**src/hw/plpc_pkg.sv**
```systemverilog
// Purpose: Shared constants and carriers for the pulse, lock and phase-order register bank
// Assumes: 24-bit registers addressed by page-local index over the serial port
// Notes:   Offsets are page-local register indices

package plpc_pkg;

   // ----------------------------------------------------------------
   // Register offsets
   // ----------------------------------------------------------------
   localparam logic [5:0]  OFS_CRIT_CHECKSUM = 6'h01;
   localparam logic [5:0]  OFS_SOURCE_SELECT = 6'h09;
   localparam logic [5:0]  OFS_FULL_SCALE    = 6'h1C;
   localparam logic [5:0]  OFS_WRITE_PROTECT = 6'h22;
   localparam logic [5:0]  OFS_PHASE_ORDER   = 6'h23;
   localparam logic [5:0]  OFS_INT_FLAGS     = 6'h17;
   localparam logic [5:0]  OFS_CHIP_FLAGS_1  = 6'h18;
   localparam logic [5:0]  OFS_CHIP_FLAGS_2  = 6'h19;

   // ----------------------------------------------------------------
   // Reset values
   // ----------------------------------------------------------------
   localparam logic [23:0] RST_FULL_SCALE    = 24'h800000;
   localparam logic [23:0] RST_SOURCE_SELECT = 24'h000000;
   localparam logic [23:0] RST_WRITE_PROTECT = 24'h000000;
   localparam logic [23:0] RST_PHASE_ORDER   = 24'h000000;
   localparam logic [23:0] RST_CHECKSUM      = 24'h000000;

   // ----------------------------------------------------------------
   // Field positions and codes
   // ----------------------------------------------------------------
   localparam int          POS_ENGINE_LOCK   = 8;
   localparam int          POS_HOST_LOCK     = 0;
   localparam int          POS_PS_VALID      = 23;
   localparam int          POS_PS_COUNT      = 16;
   localparam int          POS_PS_DIR        = 5;
   localparam int          POS_PS_CODE       = 0;
   localparam logic [4:0]  LOCK_CODE         = 5'h16;
   localparam logic [4:0]  UNLOCK_CODE       = 5'h09;
   localparam logic [4:0]  PS_START_CODE     = 5'h16;
   localparam logic [3:0]  SRC_LAST_USED     = 4'h8;
   localparam logic [23:0] MASK_SOURCE       = 24'h00FFFF;

   // ----------------------------------------------------------------
   // Timing
   // ----------------------------------------------------------------
   localparam int          WORD_RATE_HZ      = 4000;
   localparam int          MAX_PULSE_HZ      = 2000;

   // ----------------------------------------------------------------
   // Types
   // ----------------------------------------------------------------
   typedef enum logic [1:0] {
      PS_IDLE  = 2'b00,
      PS_ARMED = 2'b01,
      PS_COUNT = 2'b11
   } plpc_ps_state_t;

   typedef struct packed {
      logic        wr;
      logic [5:0]  addr;
      logic [23:0] wdata;
   } plpc_host_req_t;

   typedef struct packed {
      logic        engine_lock;
      logic        host_lock;
   } plpc_lock_t;

   typedef struct packed {
      logic           valid;
      logic [6:0]     count;
      logic           dir;
      logic [6:0]     run_cnt;
      logic           prev_pos;
      plpc_ps_state_t state;
   } plpc_ps_t;

endpackage : plpc_pkg

```
**src/hw/plpc_lock_decode.sv**
```systemverilog
// Purpose: Decodes one lock field write into the next protection state
// Assumes: Called on a host write to the write protection register
// Notes:   Pure combinational

module plpc_lock_decode (
   input  wire logic       wr_in,
   input  wire logic [4:0] field_in,
   input  wire logic       cur_in,
   output logic            nxt_out
);

   always_comb begin
      nxt_out = cur_in;
      if (wr_in) begin
         // lock and unlock codes
         if (field_in == plpc_pkg::LOCK_CODE) begin
            nxt_out = 1'b1;
         end else if (field_in == plpc_pkg::UNLOCK_CODE) begin
            nxt_out = 1'b0;
         end
         // other codes hold
      end
   end

endmodule : plpc_lock_decode

```
**src/hw/plpc_regs.sv**
```systemverilog
// Purpose: Pulse rate, pulse source, write protect, phase order and checksum registers
// Assumes: Host requests and output-word-rate strobe synchronous to REF_CLK_IN
// Notes:   Checksum value is supplied by the checksum engine outside
//          An engine write to the rate beats a host write in the same cycle
//          Status indices stay writable under host lock but hold nothing here
//          Phase order register index is a local choice
//          Sample count saturates at 127 when no stopping edge arrives

// ----------------------------------------------------------------
// Register bank
// ----------------------------------------------------------------
// Summary of operation
// Pulse rate is a 24-bit signed fraction, reset value 0x800000.
// Pulse rate sets full-scale pulse frequency, 2 kHz at 4 kHz word rate.
// Four 4-bit source selectors route power sources to the pulse generators.
// Engine lock code 0x16 blocks engine writes; 0x09 releases.
// Host lock code 0x16 blocks host writes except lock and status registers.
// Valid flag bit 23 is 1 only when the count holds a valid result.
// Count captures word-rate samples from start to the chosen zero crossing.
// Direction bit 0 stops at rising crossing, 1 at falling crossing.
// Detection starts only when code 10110 is written to the enable field.
// Checksum register shows a 24-bit checksum, reset zero.
// Other lock field values leave protection unchanged.
// Starting detection clears valid until the count is captured.
module plpc_regs (
   input  wire logic          REF_CLK_IN,
   input  wire logic          RST_IN,
   input  wire logic          CE_IN,
   input  wire logic          HOST_WR_IN,
   input  wire logic          HOST_RD_IN,
   input  wire logic [5:0]    HOST_ADDR_IN,
   input  wire logic [23:0]   HOST_WDATA_IN,
   input  wire logic          ENGINE_WR_IN,
   input  wire logic [5:0]    ENGINE_ADDR_IN,
   input  wire logic [23:0]   ENGINE_WDATA_IN,
   input  wire logic          WORD_RATE_STROBE_IN,
   input  wire logic          LINE_SIGN_IN,
   input  wire logic [23:0]   CHECKSUM_IN,
   output logic [23:0]        HOST_RDATA_OUT,
   output logic               HOST_RVALID_OUT,
   output logic [23:0]        PULSE_RATE_OUT,
   output logic [15:0]        PULSE_SOURCE_OUT,
   output logic               ENGINE_LOCKED_OUT,
   output logic               HOST_LOCKED_OUT,
   output logic               ENGINE_WR_BLOCKED_OUT
);

   // ----------------------------------------------------------------
   // Local state
   // ----------------------------------------------------------------
   typedef struct packed {
      // Host-visible registers
      logic [23:0]         rate;
      logic [15:0]         src;
      logic [4:0]          eng_field;
      logic [4:0]          host_field;
      plpc_pkg::plpc_lock_t lock;
      plpc_pkg::plpc_ps_t  ps;
      logic [23:0]         chk;
      // Read path and refusal pulse
      logic [23:0]         rdata;
      logic                rvalid;
      logic                eng_blk;
   } plpc_state_t;

   plpc_state_t state_ff;
   plpc_state_t nxt_state;
   logic        nxt_eng_lock;
   logic        nxt_host_lock;
   logic        lock_wr;

   // ----------------------------------------------------------------
   // Helpers
   // ----------------------------------------------------------------
   function automatic logic [3:0] fix_src(input logic [3:0] code);
      // unused codes stored as written
      fix_src = code;
   endfunction : fix_src

   // stop edge test
   function automatic logic stop_edge(input logic dir,
                                      input logic prev_pos,
                                      input logic now_pos);
      if (dir) begin
         stop_edge = prev_pos & ~now_pos;
      end else begin
         stop_edge = ~prev_pos & now_pos;
      end
   endfunction : stop_edge

   // saturating sample count
   function automatic logic [6:0] next_run_cnt(input logic [6:0] cnt);
      if (cnt == 7'h7F) begin
         next_run_cnt = cnt;
      end else begin
         next_run_cnt = cnt + 7'h01;
      end
   endfunction : next_run_cnt

   // start pattern check
   function automatic logic is_start_code(input logic [23:0] word);
      is_start_code = (word[plpc_pkg::POS_PS_CODE +: 5] == plpc_pkg::PS_START_CODE);
   endfunction : is_start_code

   // writable under host lock
   function automatic logic host_exempt(input logic [5:0] addr);
      host_exempt = (addr == plpc_pkg::OFS_WRITE_PROTECT) ||
                    (addr == plpc_pkg::OFS_INT_FLAGS) ||
                    (addr == plpc_pkg::OFS_CHIP_FLAGS_1) ||
                    (addr == plpc_pkg::OFS_CHIP_FLAGS_2);
   endfunction : host_exempt

   // Reserved bits and unmapped indices read as zero
   function automatic logic [23:0] read_word(input plpc_state_t s,
                                             input logic [5:0]  addr);
      read_word = 24'h000000;
      unique case (addr)
         plpc_pkg::OFS_CRIT_CHECKSUM: begin
            read_word = s.chk;
         end
         plpc_pkg::OFS_SOURCE_SELECT: begin
            read_word = {8'h00, s.src};
         end
         plpc_pkg::OFS_FULL_SCALE: begin
            read_word = s.rate;
         end
         plpc_pkg::OFS_WRITE_PROTECT: begin
            read_word = {11'h000, s.eng_field, 3'h0, s.host_field};
         end
         plpc_pkg::OFS_PHASE_ORDER: begin
            // valid flag on top bit
            read_word = {s.ps.valid, s.ps.count, 10'h000, s.ps.dir, 5'h00};
         end
         default: begin
            read_word = 24'h000000;
         end
      endcase
   endfunction : read_word

   // Initial contents; all other fields clear
   function automatic plpc_state_t reset_state();
      reset_state          = '0;
      reset_state.rate     = plpc_pkg::RST_FULL_SCALE;
      reset_state.src      = plpc_pkg::RST_SOURCE_SELECT[15:0];
      reset_state.chk      = plpc_pkg::RST_CHECKSUM;
      reset_state.ps.state = plpc_pkg::PS_IDLE;
   endfunction : reset_state

   // ----------------------------------------------------------------
   // Lock field decoders
   // ----------------------------------------------------------------
   // CE gates the strobe so a frozen block ignores lock writes too
   assign lock_wr = CE_IN & HOST_WR_IN & (HOST_ADDR_IN == plpc_pkg::OFS_WRITE_PROTECT);

   plpc_lock_decode u_eng_lock (
      .wr_in    (lock_wr),
      .field_in (HOST_WDATA_IN[plpc_pkg::POS_ENGINE_LOCK +: 5]),
      .cur_in   (state_ff.lock.engine_lock),
      .nxt_out  (nxt_eng_lock)
   );

   plpc_lock_decode u_host_lock (
      .wr_in    (lock_wr),
      .field_in (HOST_WDATA_IN[plpc_pkg::POS_HOST_LOCK +: 5]),
      .cur_in   (state_ff.lock.host_lock),
      .nxt_out  (nxt_host_lock)
   );

   // ----------------------------------------------------------------
   // Next state
   // ----------------------------------------------------------------
   always_comb begin
      logic host_ok;
      logic zc;
      logic ps_start;
      host_ok   = 1'b0;
      zc        = 1'b0;
      ps_start  = 1'b0;
      nxt_state = state_ff;
      nxt_state.rvalid  = 1'b0;
      nxt_state.eng_blk = 1'b0;
      // checksum tracks engine result
      nxt_state.chk = CHECKSUM_IN;
      nxt_state.lock.engine_lock = nxt_eng_lock;
      nxt_state.lock.host_lock   = nxt_host_lock;
      if (lock_wr) begin
         nxt_state.eng_field  = HOST_WDATA_IN[plpc_pkg::POS_ENGINE_LOCK +: 5];
         nxt_state.host_field = HOST_WDATA_IN[plpc_pkg::POS_HOST_LOCK +: 5];
      end

      // ----------------------------------------------------------------
      // Host writes
      // ----------------------------------------------------------------
      // host protection gate
      host_ok = HOST_WR_IN & (~state_ff.lock.host_lock | host_exempt(HOST_ADDR_IN));
      if (host_ok) begin
         unique case (HOST_ADDR_IN)
            plpc_pkg::OFS_FULL_SCALE: begin
               // full fraction stored
               nxt_state.rate = HOST_WDATA_IN;
            end
            plpc_pkg::OFS_SOURCE_SELECT: begin
               nxt_state.src = {fix_src(HOST_WDATA_IN[15:12]), fix_src(HOST_WDATA_IN[11:8]),
                                fix_src(HOST_WDATA_IN[7:4]), fix_src(HOST_WDATA_IN[3:0])};
            end
            plpc_pkg::OFS_PHASE_ORDER: begin
               // stop edge select
               nxt_state.ps.dir = HOST_WDATA_IN[plpc_pkg::POS_PS_DIR];
               // start only on code
               if (is_start_code(HOST_WDATA_IN)) begin
                  ps_start             = 1'b1;
                  // valid cleared on start
                  nxt_state.ps.valid   = 1'b0;
                  nxt_state.ps.run_cnt = 7'h00;
                  nxt_state.ps.state   = plpc_pkg::PS_ARMED;
               end
            end
            default: begin
            end
         endcase
      end

      // ----------------------------------------------------------------
      // Engine writes
      // ----------------------------------------------------------------
      // engine writes blocked
      if (ENGINE_WR_IN) begin
         if (state_ff.lock.engine_lock) begin
            nxt_state.eng_blk = 1'b1;
         end else if (ENGINE_ADDR_IN == plpc_pkg::OFS_FULL_SCALE) begin
            nxt_state.rate = ENGINE_WDATA_IN;
         end
      end

      // ----------------------------------------------------------------
      // Phase order detection
      // ----------------------------------------------------------------
      // count word-rate samples
      zc = stop_edge(state_ff.ps.dir, state_ff.ps.prev_pos, LINE_SIGN_IN);
      // Sign history runs while idle, so a fresh start sees a true edge
      if (WORD_RATE_STROBE_IN) begin
         nxt_state.ps.prev_pos = LINE_SIGN_IN;
      end
      // A start beats a strobe in the same cycle; an old capture must not set valid again
      if (WORD_RATE_STROBE_IN && !ps_start) begin
         unique case (state_ff.ps.state)
            plpc_pkg::PS_IDLE: begin
            end
            plpc_pkg::PS_ARMED: begin
               nxt_state.ps.run_cnt = 7'h01;
               nxt_state.ps.state   = plpc_pkg::PS_COUNT;
            end
            plpc_pkg::PS_COUNT: begin
               if (zc) begin
                  // valid on capture
                  nxt_state.ps.count = state_ff.ps.run_cnt;
                  nxt_state.ps.valid = 1'b1;
                  nxt_state.ps.state = plpc_pkg::PS_IDLE;
               end else begin
                  nxt_state.ps.run_cnt = next_run_cnt(state_ff.ps.run_cnt);
               end
            end
            default: begin
               nxt_state.ps.state = plpc_pkg::PS_IDLE;
            end
         endcase
      end

      // ----------------------------------------------------------------
      // Read path
      // ----------------------------------------------------------------
      // Read data is held until the next read
      if (HOST_RD_IN) begin
         nxt_state.rvalid = 1'b1;
         nxt_state.rdata  = read_word(state_ff, HOST_ADDR_IN);
      end
   end

   // ----------------------------------------------------------------
   // State register
   // ----------------------------------------------------------------
   always_ff @(posedge REF_CLK_IN) begin
      // Reset wins over a low clock enable; a low enable holds
      // every field, the one-cycle pulses included
      if (RST_IN) begin
         state_ff <= reset_state();
      end else if (CE_IN) begin
         state_ff <= nxt_state;
      end
   end

   // ----------------------------------------------------------------
   // Outputs
   // ----------------------------------------------------------------
   // rate drives generators
   assign PULSE_RATE_OUT        = state_ff.rate;
   assign PULSE_SOURCE_OUT      = state_ff.src;
   assign ENGINE_LOCKED_OUT     = state_ff.lock.engine_lock;
   assign HOST_LOCKED_OUT       = state_ff.lock.host_lock;
   assign ENGINE_WR_BLOCKED_OUT = state_ff.eng_blk;
   assign HOST_RDATA_OUT        = state_ff.rdata;
   assign HOST_RVALID_OUT       = state_ff.rvalid;

endmodule : plpc_regs

```
**config.mk**
```make
export PLATFORM = sky130hd
export DESIGN_NAME = plpc_regs
export DESIGN_NICKNAME = d
export VERILOG_FILES = /design/src/hw/plpc_pkg.sv /design/src/hw/plpc_lock_decode.sv /design/src/hw/plpc_regs.sv
export SDC_FILE = /design/constraint.sdc
export NUM_CORES = 1
export LEC_CHECK = 0
export BUFFER_PORTS_ARGS = -buffer_cell sky130_fd_sc_hd__buf_2
export CELL_PAD_IN_SITES_DETAIL_PLACEMENT = 1
export CELL_PAD_IN_SITES_GLOBAL_PLACEMENT = 1
export CORE_ASPECT_RATIO = 0.5
export CORE_MARGIN = 2
export CORE_UTILIZATION = 36
export CTS_CLUSTER_SIZE = 12
export DETAILED_ROUTE_END_ITERATION = 8
export PLACE_DENSITY_LB_ADDON = 0.12
export SYNTH_ARGS = -nofsm -noshare
export SYNTH_HDL_FRONTEND = slang
export SYNTH_HIERARCHICAL = 1
export SYNTH_SLANG_ARGS = --single-unit
```
**constraint.sdc**
```tcl
create_clock -name REF_CLK_IN -period 1.8 [get_ports REF_CLK_IN]
set_input_delay 0.18 -clock REF_CLK_IN [delete_from_list [all_inputs] [get_ports REF_CLK_IN]]
set_output_delay 0.18 -clock REF_CLK_IN [all_outputs]
set_load 0.05 [all_outputs]
```
==> results of run 1 <==
[worst register-to-register path, delay by kind of cell (launching register included)]
| family | cells | cell delay (ps) |
|---|---|---|
| AO/OA/AOI/OAI | 2 | 710 |
| adder cells (fa/ha/maj) | 1 | 190 |
| flip-flops | 1 | 340 |
| AND/OR/NAND/NOR | 3 | 460 |
[flip-flops by register name (all words and copies together) (netlist names)]
name,count
PULSE_SOURCE_OUT,16
state_ff,53
ENGINE_WR_BLOCKED_OUT,1
ENGINE_LOCKED_OUT,1
HOST_LOCKED_OUT,1
PULSE_RATE_OUT,24
HOST_RDATA_OUT,24
HOST_RVALID_OUT,1
[routing by layer]
layer,vias up,global-route usage
li1,2603,-
met1,2733,0.305
met2,155,0.388
met3,23,0.0559
met4,2,0.0714
met5,-,0
[final cells by class]
class	count	area, um2	area share
clock buffers	18	439	0.0543
clock inverters	14	220	0.0272
inverters	4	15.0	0.00186
multi-input cells	404	2940	0.363
flip-flops and latches	121	2430	0.300
well taps	227	284	0.0351
repair buffers	261	1760	0.218
[worst max-delay path by stage]
stage                                      end  cells past startpoint  slack, ps              from
after floorplan           PULSE_SOURCE_OUT[10]                      6        -40   HOST_ADDR_IN[4]
after global placement            state_ff[58]                      8       -190   HOST_ADDR_IN[4]
after detailed placement          state_ff[56]                      7       -250  HOST_WDATA_IN[0]
after CTS                         state_ff[55]                      6         10      state_ff[53]
after global routing              state_ff[56]                      6        -50      state_ff[54]
final                             state_ff[56]                      6         50      state_ff[54]
[synth_stat cells, types with 3 or more instances]
cell type	number
buf_4	64
inv_1	4
clkbuf_1	31
a21oi_1	43
nor3_1	5
mux2i_1	59
o221a_2	22
nor2_1	94
a21o_1	12
nor4_1	3
o21a_1	3
nand3b_1	4
buf_2	9
nand2b_1	21
a222oi_1	23
nand2_1	31
dfxtp_1	121
o21ai_0	5
and2_1	4
a2bb2oi_1	13
nor4b_1	4
nand3_1	10
[what timing repair did]
action | CTS | global route
gates cloned | 0 | 2
pin swaps | 1 | 9
gates resized for setup | 5 | 13
setup buffers | 0 | 2
hold buffers | 20 | 0
hold endpoints to repair | 20 | 0
setup endpoints to repair | 12 | 37
[cell families (layout without fill, tap and decap cells)]
family                   count (synthesis)  after routing
AND/OR/NAND/NOR                        197            197
XOR/XNOR                                 1              1
multiplexers                            59             59
AO/OA/AOI/OAI                          146            146
buffers and inverters                  109            297
adder cells (fa/ha/maj)                  1              1
flip-flops                             121            121
[power by group through the flow]
stage / Combinational (mW) / Clock, mW / Sequential (mW)
finish: 0.523 / 3.84 / 2.74
global placement: 0.473 / 0 / 2.80
CTS: 0.517 / 3.91 / 2.74
detailed placement: 0.480 / 0 / 2.80
floorplan: 0.222 / 0 / 2.80
global route: 0.566 / 4.06 / 2.75
[metrics by stage]
step           power [mW]  hold slack, ps  area [um2]
6_report             7.11            10.2        8080
3_3_place_gp         3.27             415        7080
4_1_cts              7.17           0.278        7950
3_5_place_dp         3.28             422        7080
2_1_floorplan        3.02             324        5940
5_1_grt              7.37            7.38        8080
==> run_results.csv, run 1 <==
group,metric,value,unit
setup_path,endpoint_kind,"register",
timing,tns,0,ps
timing,clock.fmax,571,MHz
die,die_h,94.5,um
setup_path,cp-start-kind,"register",
setup_path,worstPathCellList,"ha_4, nand3_4, nor2_4, a2111o_1, nor4b_2, a221o_1",
timing,period_needed,1750,ps
detailed_routing,wl_met1,9.62,mm
power_and_ir_drop,clkPwrFrac,0.540,
place,post-place-ws,-248,ps
timing,fin_ws,50.2,ps
run,cap_violations,0,
hold_path,worstHoldPathType,"in -> reg",
synth,synth_top_family_by_area,"compound AO/OA/AOI/OAI gates",
setup_path,critPathRequiredTime,2160,ps
layout,final_util,0.499,
die,ioPinCount,160,
grt,grt_pass1_vias,5719,
detailed_routing,drt_iter0_drc,358,
setup_path,reg2regPathDepth,6,
detailed_routing,drc_errors,0,
hold_path,hp-start,"ENGINE_WDATA_IN[23]",
setup_path,cp_top_family,"compound AO/OA/AOI/OAI gates",
timing,rsz0062_at_grt,"true",
grt,antenna_found_initial,1,
synth,synth-async-reset-ratio,0,
timing,skew,9.20,ps
layout,fillerInstances,1864,
setup_path,cpMaxStageDelayCell,"a2111o_1",
clocking,numClockSinks,121,
synth,syn-instance-count,634,
die,core_area,16200,um2
synth,synth-xor-area-share,0.00148,
synth,synth.area.top_cells,"dfxtp_1, mux2i_1, buf_4, nor2_1, o221a_2",
clocking,cts_tree,"done",
detailed_routing,highest_layer,"met5",
grt,grt_max_degree,66,
die,row_count,33,
place,hpwl,14.0,mm
clocking,numCtsBuffers,17,
synth,yosys_warnings,6,
setup_path,reg2reg_slack,50,ps
clocking,cts-root-buf,"clkbuf_16",
timing,setup_violations,0,
detailed_routing,avgRoutedWirePerCell,19.3,um
synth,ys_ff_latch,121,
setup_path,critPathArrivalTime,2110,ps
power_and_ir_drop,p_per_area,879,nW/um2
die,die_area,17500,um2
synth,yosysUniqueCellTypes,63,
synth,synth_fa_ha_area_frac,0.00212,
clocking,path_clk_slew,60,ps
detailed_routing,viasPerCell,5.26,
timing,fin_crit_sh,0.972,
hold_path,min_delay_path_depth,3,
synth,synth_compound_area_frac,0.202,
synth,synth_ff_type,"dfxtp_1",
setup_path,cp_max_fo,7,
detailed_routing,dr.pass1.iters,5,
detailed_routing,wl,20.3,mm
synth,synth-edff-count,0,
synth,yosys.area_share.simple,0.172,
clocking,cts_htree_levels,4,
synth,synth.net_count,727,
detailed_routing,dr_wl_met2,9.47,mm
layout,diodes,0,
layout,instances_no_fill,1049,
grt,grt_pass1_wl,31.2,mm
synth,synth_top_area_share,0.411,
power_and_ir_drop,irDropWorstVdd,0.000677,V
synth,syn_area_per_cell,9.31,um2
timing,finalHoldViolations,0,
die,start_util,0.364,
detailed_routing,antenna_left,0,
setup_path,cpPeakStageDelay,560,ps
detailed_routing,vias,5516,
synth,synth.yosys.seq_area_share,0.411,
clocking,clk_latency,420,ps
layout,nNetsFinal,902,
synth,syn_area,5900,um2
die,fp.dieW,185,um
place,numPlacedInstances,993,
layout,final_cell_mix,"buf_2, dfxtp_1, nor2_1",
detailed_routing,wl_met3,944,um
layout,drive_gt1_frac,0.397,
place,portBuffers,159,
timing,worstMarginPinSlew,418,ps
outcome,status,"finished, final reports clean",
hold_path,min_to,"PULSE_RATE_OUT[23]",
power_and_ir_drop,pwr-share-seq,0.386,
layout,layout_commonest_cell,"buf_2",
layout,syn_to_final_growth,37.0,%
power_and_ir_drop,p_leak,3.53,nW
timing,slew_headroom,0.720,
setup_path,path_class,"reg -> reg",
synth,yosys.area.top_type,"dfxtp_1",
grt,overflow,0,
synth,synthMuxAreaShare,0.100,
grt,grt.total_usage,0.234,
power_and_ir_drop,switching_share,0.231,
power_and_ir_drop,pwr-share-comb,0.074,
place,gp_congestion,0.796,
timing,drv_slew,0,
power_and_ir_drop,p_sw,1.65,mW
setup_path,reg2reg_from,"state_ff[54]",
setup_path,path_buf_inv,0,
power_and_ir_drop,p_int,5.46,mW
setup_path,r2r-end,"state_ff[56]",
clocking,cts_max_path_buffers,2,
(Power assumes the default switching activity.)
==> run 2, diff against run 1 <==
--- a/config.mk
+++ b/config.mk
@@ -5,12 +5,13 @@
 export SDC_FILE = /design/constraint.sdc
 export NUM_CORES = 1
 export LEC_CHECK = 0
+export ABC_CLOCK_PERIOD_IN_PS = 1800
 export BUFFER_PORTS_ARGS = -buffer_cell sky130_fd_sc_hd__buf_2
 export CELL_PAD_IN_SITES_DETAIL_PLACEMENT = 1
 export CELL_PAD_IN_SITES_GLOBAL_PLACEMENT = 1
 export CORE_ASPECT_RATIO = 0.5
 export CORE_MARGIN = 2
-export CORE_UTILIZATION = 36
+export CORE_UTILIZATION = 34
 export CTS_CLUSTER_SIZE = 12
 export DETAILED_ROUTE_END_ITERATION = 8
 export PLACE_DENSITY_LB_ADDON = 0.12
==> run 2 against run 1 <==
Effect of this change: sequential share of layout area increased by 0.43 points; critical path type unchanged; via count fell by 0.56%; combinational power down 2%; power grew 0.41%; largest power group unchanged.
==> run_results.csv, run 2 (synthesized netlist as in run 1, its figures left out) <==
group,metric,value,unit
layout,syn_to_final_growth,35.1,%
detailed_routing,vias,5485,
clocking,cts-root-buf,"clkbuf_16",
clocking,numCtsBuffers,17,
detailed_routing,viasPerCell,5.27,
layout,drive_gt1_frac,0.391,
timing,setup_violations,0,
run,cap_violations,0,
die,core_area,16700,um2
grt,grt_pass1_wl,31.4,mm
place,gp_congestion,0.806,
place,hpwl,14.3,mm
layout,fillerInstances,1943,
timing,fin_ws,60.1,ps
setup_path,cp-start-kind,"register",
layout,final_cell_mix,"buf_2, dfxtp_1, nor2_1",
setup_path,cp_top_family,"compound AO/OA/AOI/OAI gates",
timing,worstMarginPinSlew,402,ps
layout,design_area,7970,um2
timing,finalHoldViolations,0,
clocking,path_clk_slew,60,ps
timing,rsz0062_at_grt,"true",
detailed_routing,antenna_left,0,
die,row_count,33,
timing,clock.fmax,575,MHz
power_and_ir_drop,p_per_area,896,nW/um2
clocking,cts_htree_levels,4,
timing,skew,7.66,ps
setup_path,critPathRequiredTime,2170,ps
setup_path,cpPeakStageDelay,550,ps
layout,final_util,0.478,
place,placed_cell_area,7060,um2
layout,seq_area,2430,um2
layout,nNetsFinal,894,
die,fp.dieW,190,um
grt,grt_max_degree,50,
detailed_routing,drc_errors,0,
layout,largest_register_ffs,53,
clocking,cts_tree,"done",
grt,grt.total_usage,0.220,
layout,diodes,0,
setup_path,cpMaxStageDelayCell,"a2111o_1",
timing,fin_crit_sh,0.967,
timing,drv_slew,0,
clocking,clk_latency,420,ps
layout,layout_commonest_cell,"buf_2",
detailed_routing,avgRoutedWirePerCell,19.3,um
grt,antenna_found_initial,0,
die,die_h,97.1,um
layout,top_register,"state_ff",
setup_path,endpoint_kind,"register",
timing,period_needed,1740,ps
power_and_ir_drop,p_leak,3.49,nW
detailed_routing,drt_iter0_drc,290,
die,die_area,18500,um2
detailed_routing,wl,20.1,mm
power_and_ir_drop,irDropWorstVdd,0.000692,V
clocking,cts_max_path_buffers,2,
grt,overflow,0,
setup_path,path_buf_inv,0,
place,post-place-ws,-254,ps
layout,multi_input_area,2910,um2
hold_path,worstHoldPathType,"in -> reg",
clocking,numClockSinks,121,
setup_path,cp_max_fo,7,
die,start_util,0.354,
die,ioPinCount,160,
grt,grt_pass1_vias,5634,
place,portBuffers,159,
detailed_routing,dr.pass1.iters,7,
setup_path,worstPathCellList,"ha_4, nand3_4, nor2_2, a2111o_1, a2111oi_1, a21o_1",
setup_path,path_class,"reg -> reg",
setup_path,critPathArrivalTime,2110,ps
outcome,status,"finished, final reports clean",
timing,slew_headroom,0.731,
[run 2: cell count changes in the layout (fill, tap and decap cells not counted), moves of 2 or more]
cell,before,now
nor4b_1,2,4
dlygate4sd3_1,20,16
clkinvlp_4,4,2
clkbuf_8,1,3
buf_6,2,0
[run 2: where the power goes]
part,switching (mW),internal [mW],total (mW)
logic,0.280,0.233,0.513
registers,0.0244,2.72,2.74
clock network,1.31,2.57,3.88
[run 2: final cells by class]
cell class                 instances  area share
sequential                       121       0.304
clock inverter                    11      0.0242
multi-input combinational        404       0.365
clock buffer                      21      0.0590
tap                              227      0.0356
timing repair buffer             253       0.209
inverter                           4     0.00188
[run 2: worst paths after layout]
check             slack (ps)  depth (start not counted)                 to         startpoint
setup / recovery          60                          6       state_ff[55]       state_ff[54]
hold / removal             9                          2       state_ff[51]             RST_IN
setup reg to reg          60                          6       state_ff[55]       state_ff[54]
hold reg to reg          450                          2  HOST_RDATA_OUT[1]  HOST_RDATA_OUT[1]
[run 2: timing repair]
action / CTS / global route
pin swaps: 2 / 2
setup endpoints to repair: 13 / 10
gates cloned: 0 / 0
gates resized for setup: 3 / 12
hold buffers: 16 / 0
endpoints found under the hold margin: 16 / 0
setup buffers: 3 / 1
[run 2: per-stage QoR]
stage,total power [mW],hold slack [ps],TNS (ps),instances
final,7.14,9.48,0,1041
after global routing,7.38,17.8,-82.5,1041
after CTS,7.20,1.35,0,1040
after detailed placement,3.28,424,-12920,989
after global placement,3.27,419,-9780,989
after floorplan,3.02,324,-580,634
[run 2: routing by layer]
| layer | vias to the layer above | share of wire | global-route usage |
|---|---|---|---|
| met4 | 0 | 0.013 | 0.0638 |
| met2 | 165 | 0.45 | 0.349 |
| met1 | 2723 | 0.48 | 0.298 |
| met5 | - | 0 | 0 |
| met3 | 19 | 0.054 | 0.0495 |
| li1 | 2578 | - | - |
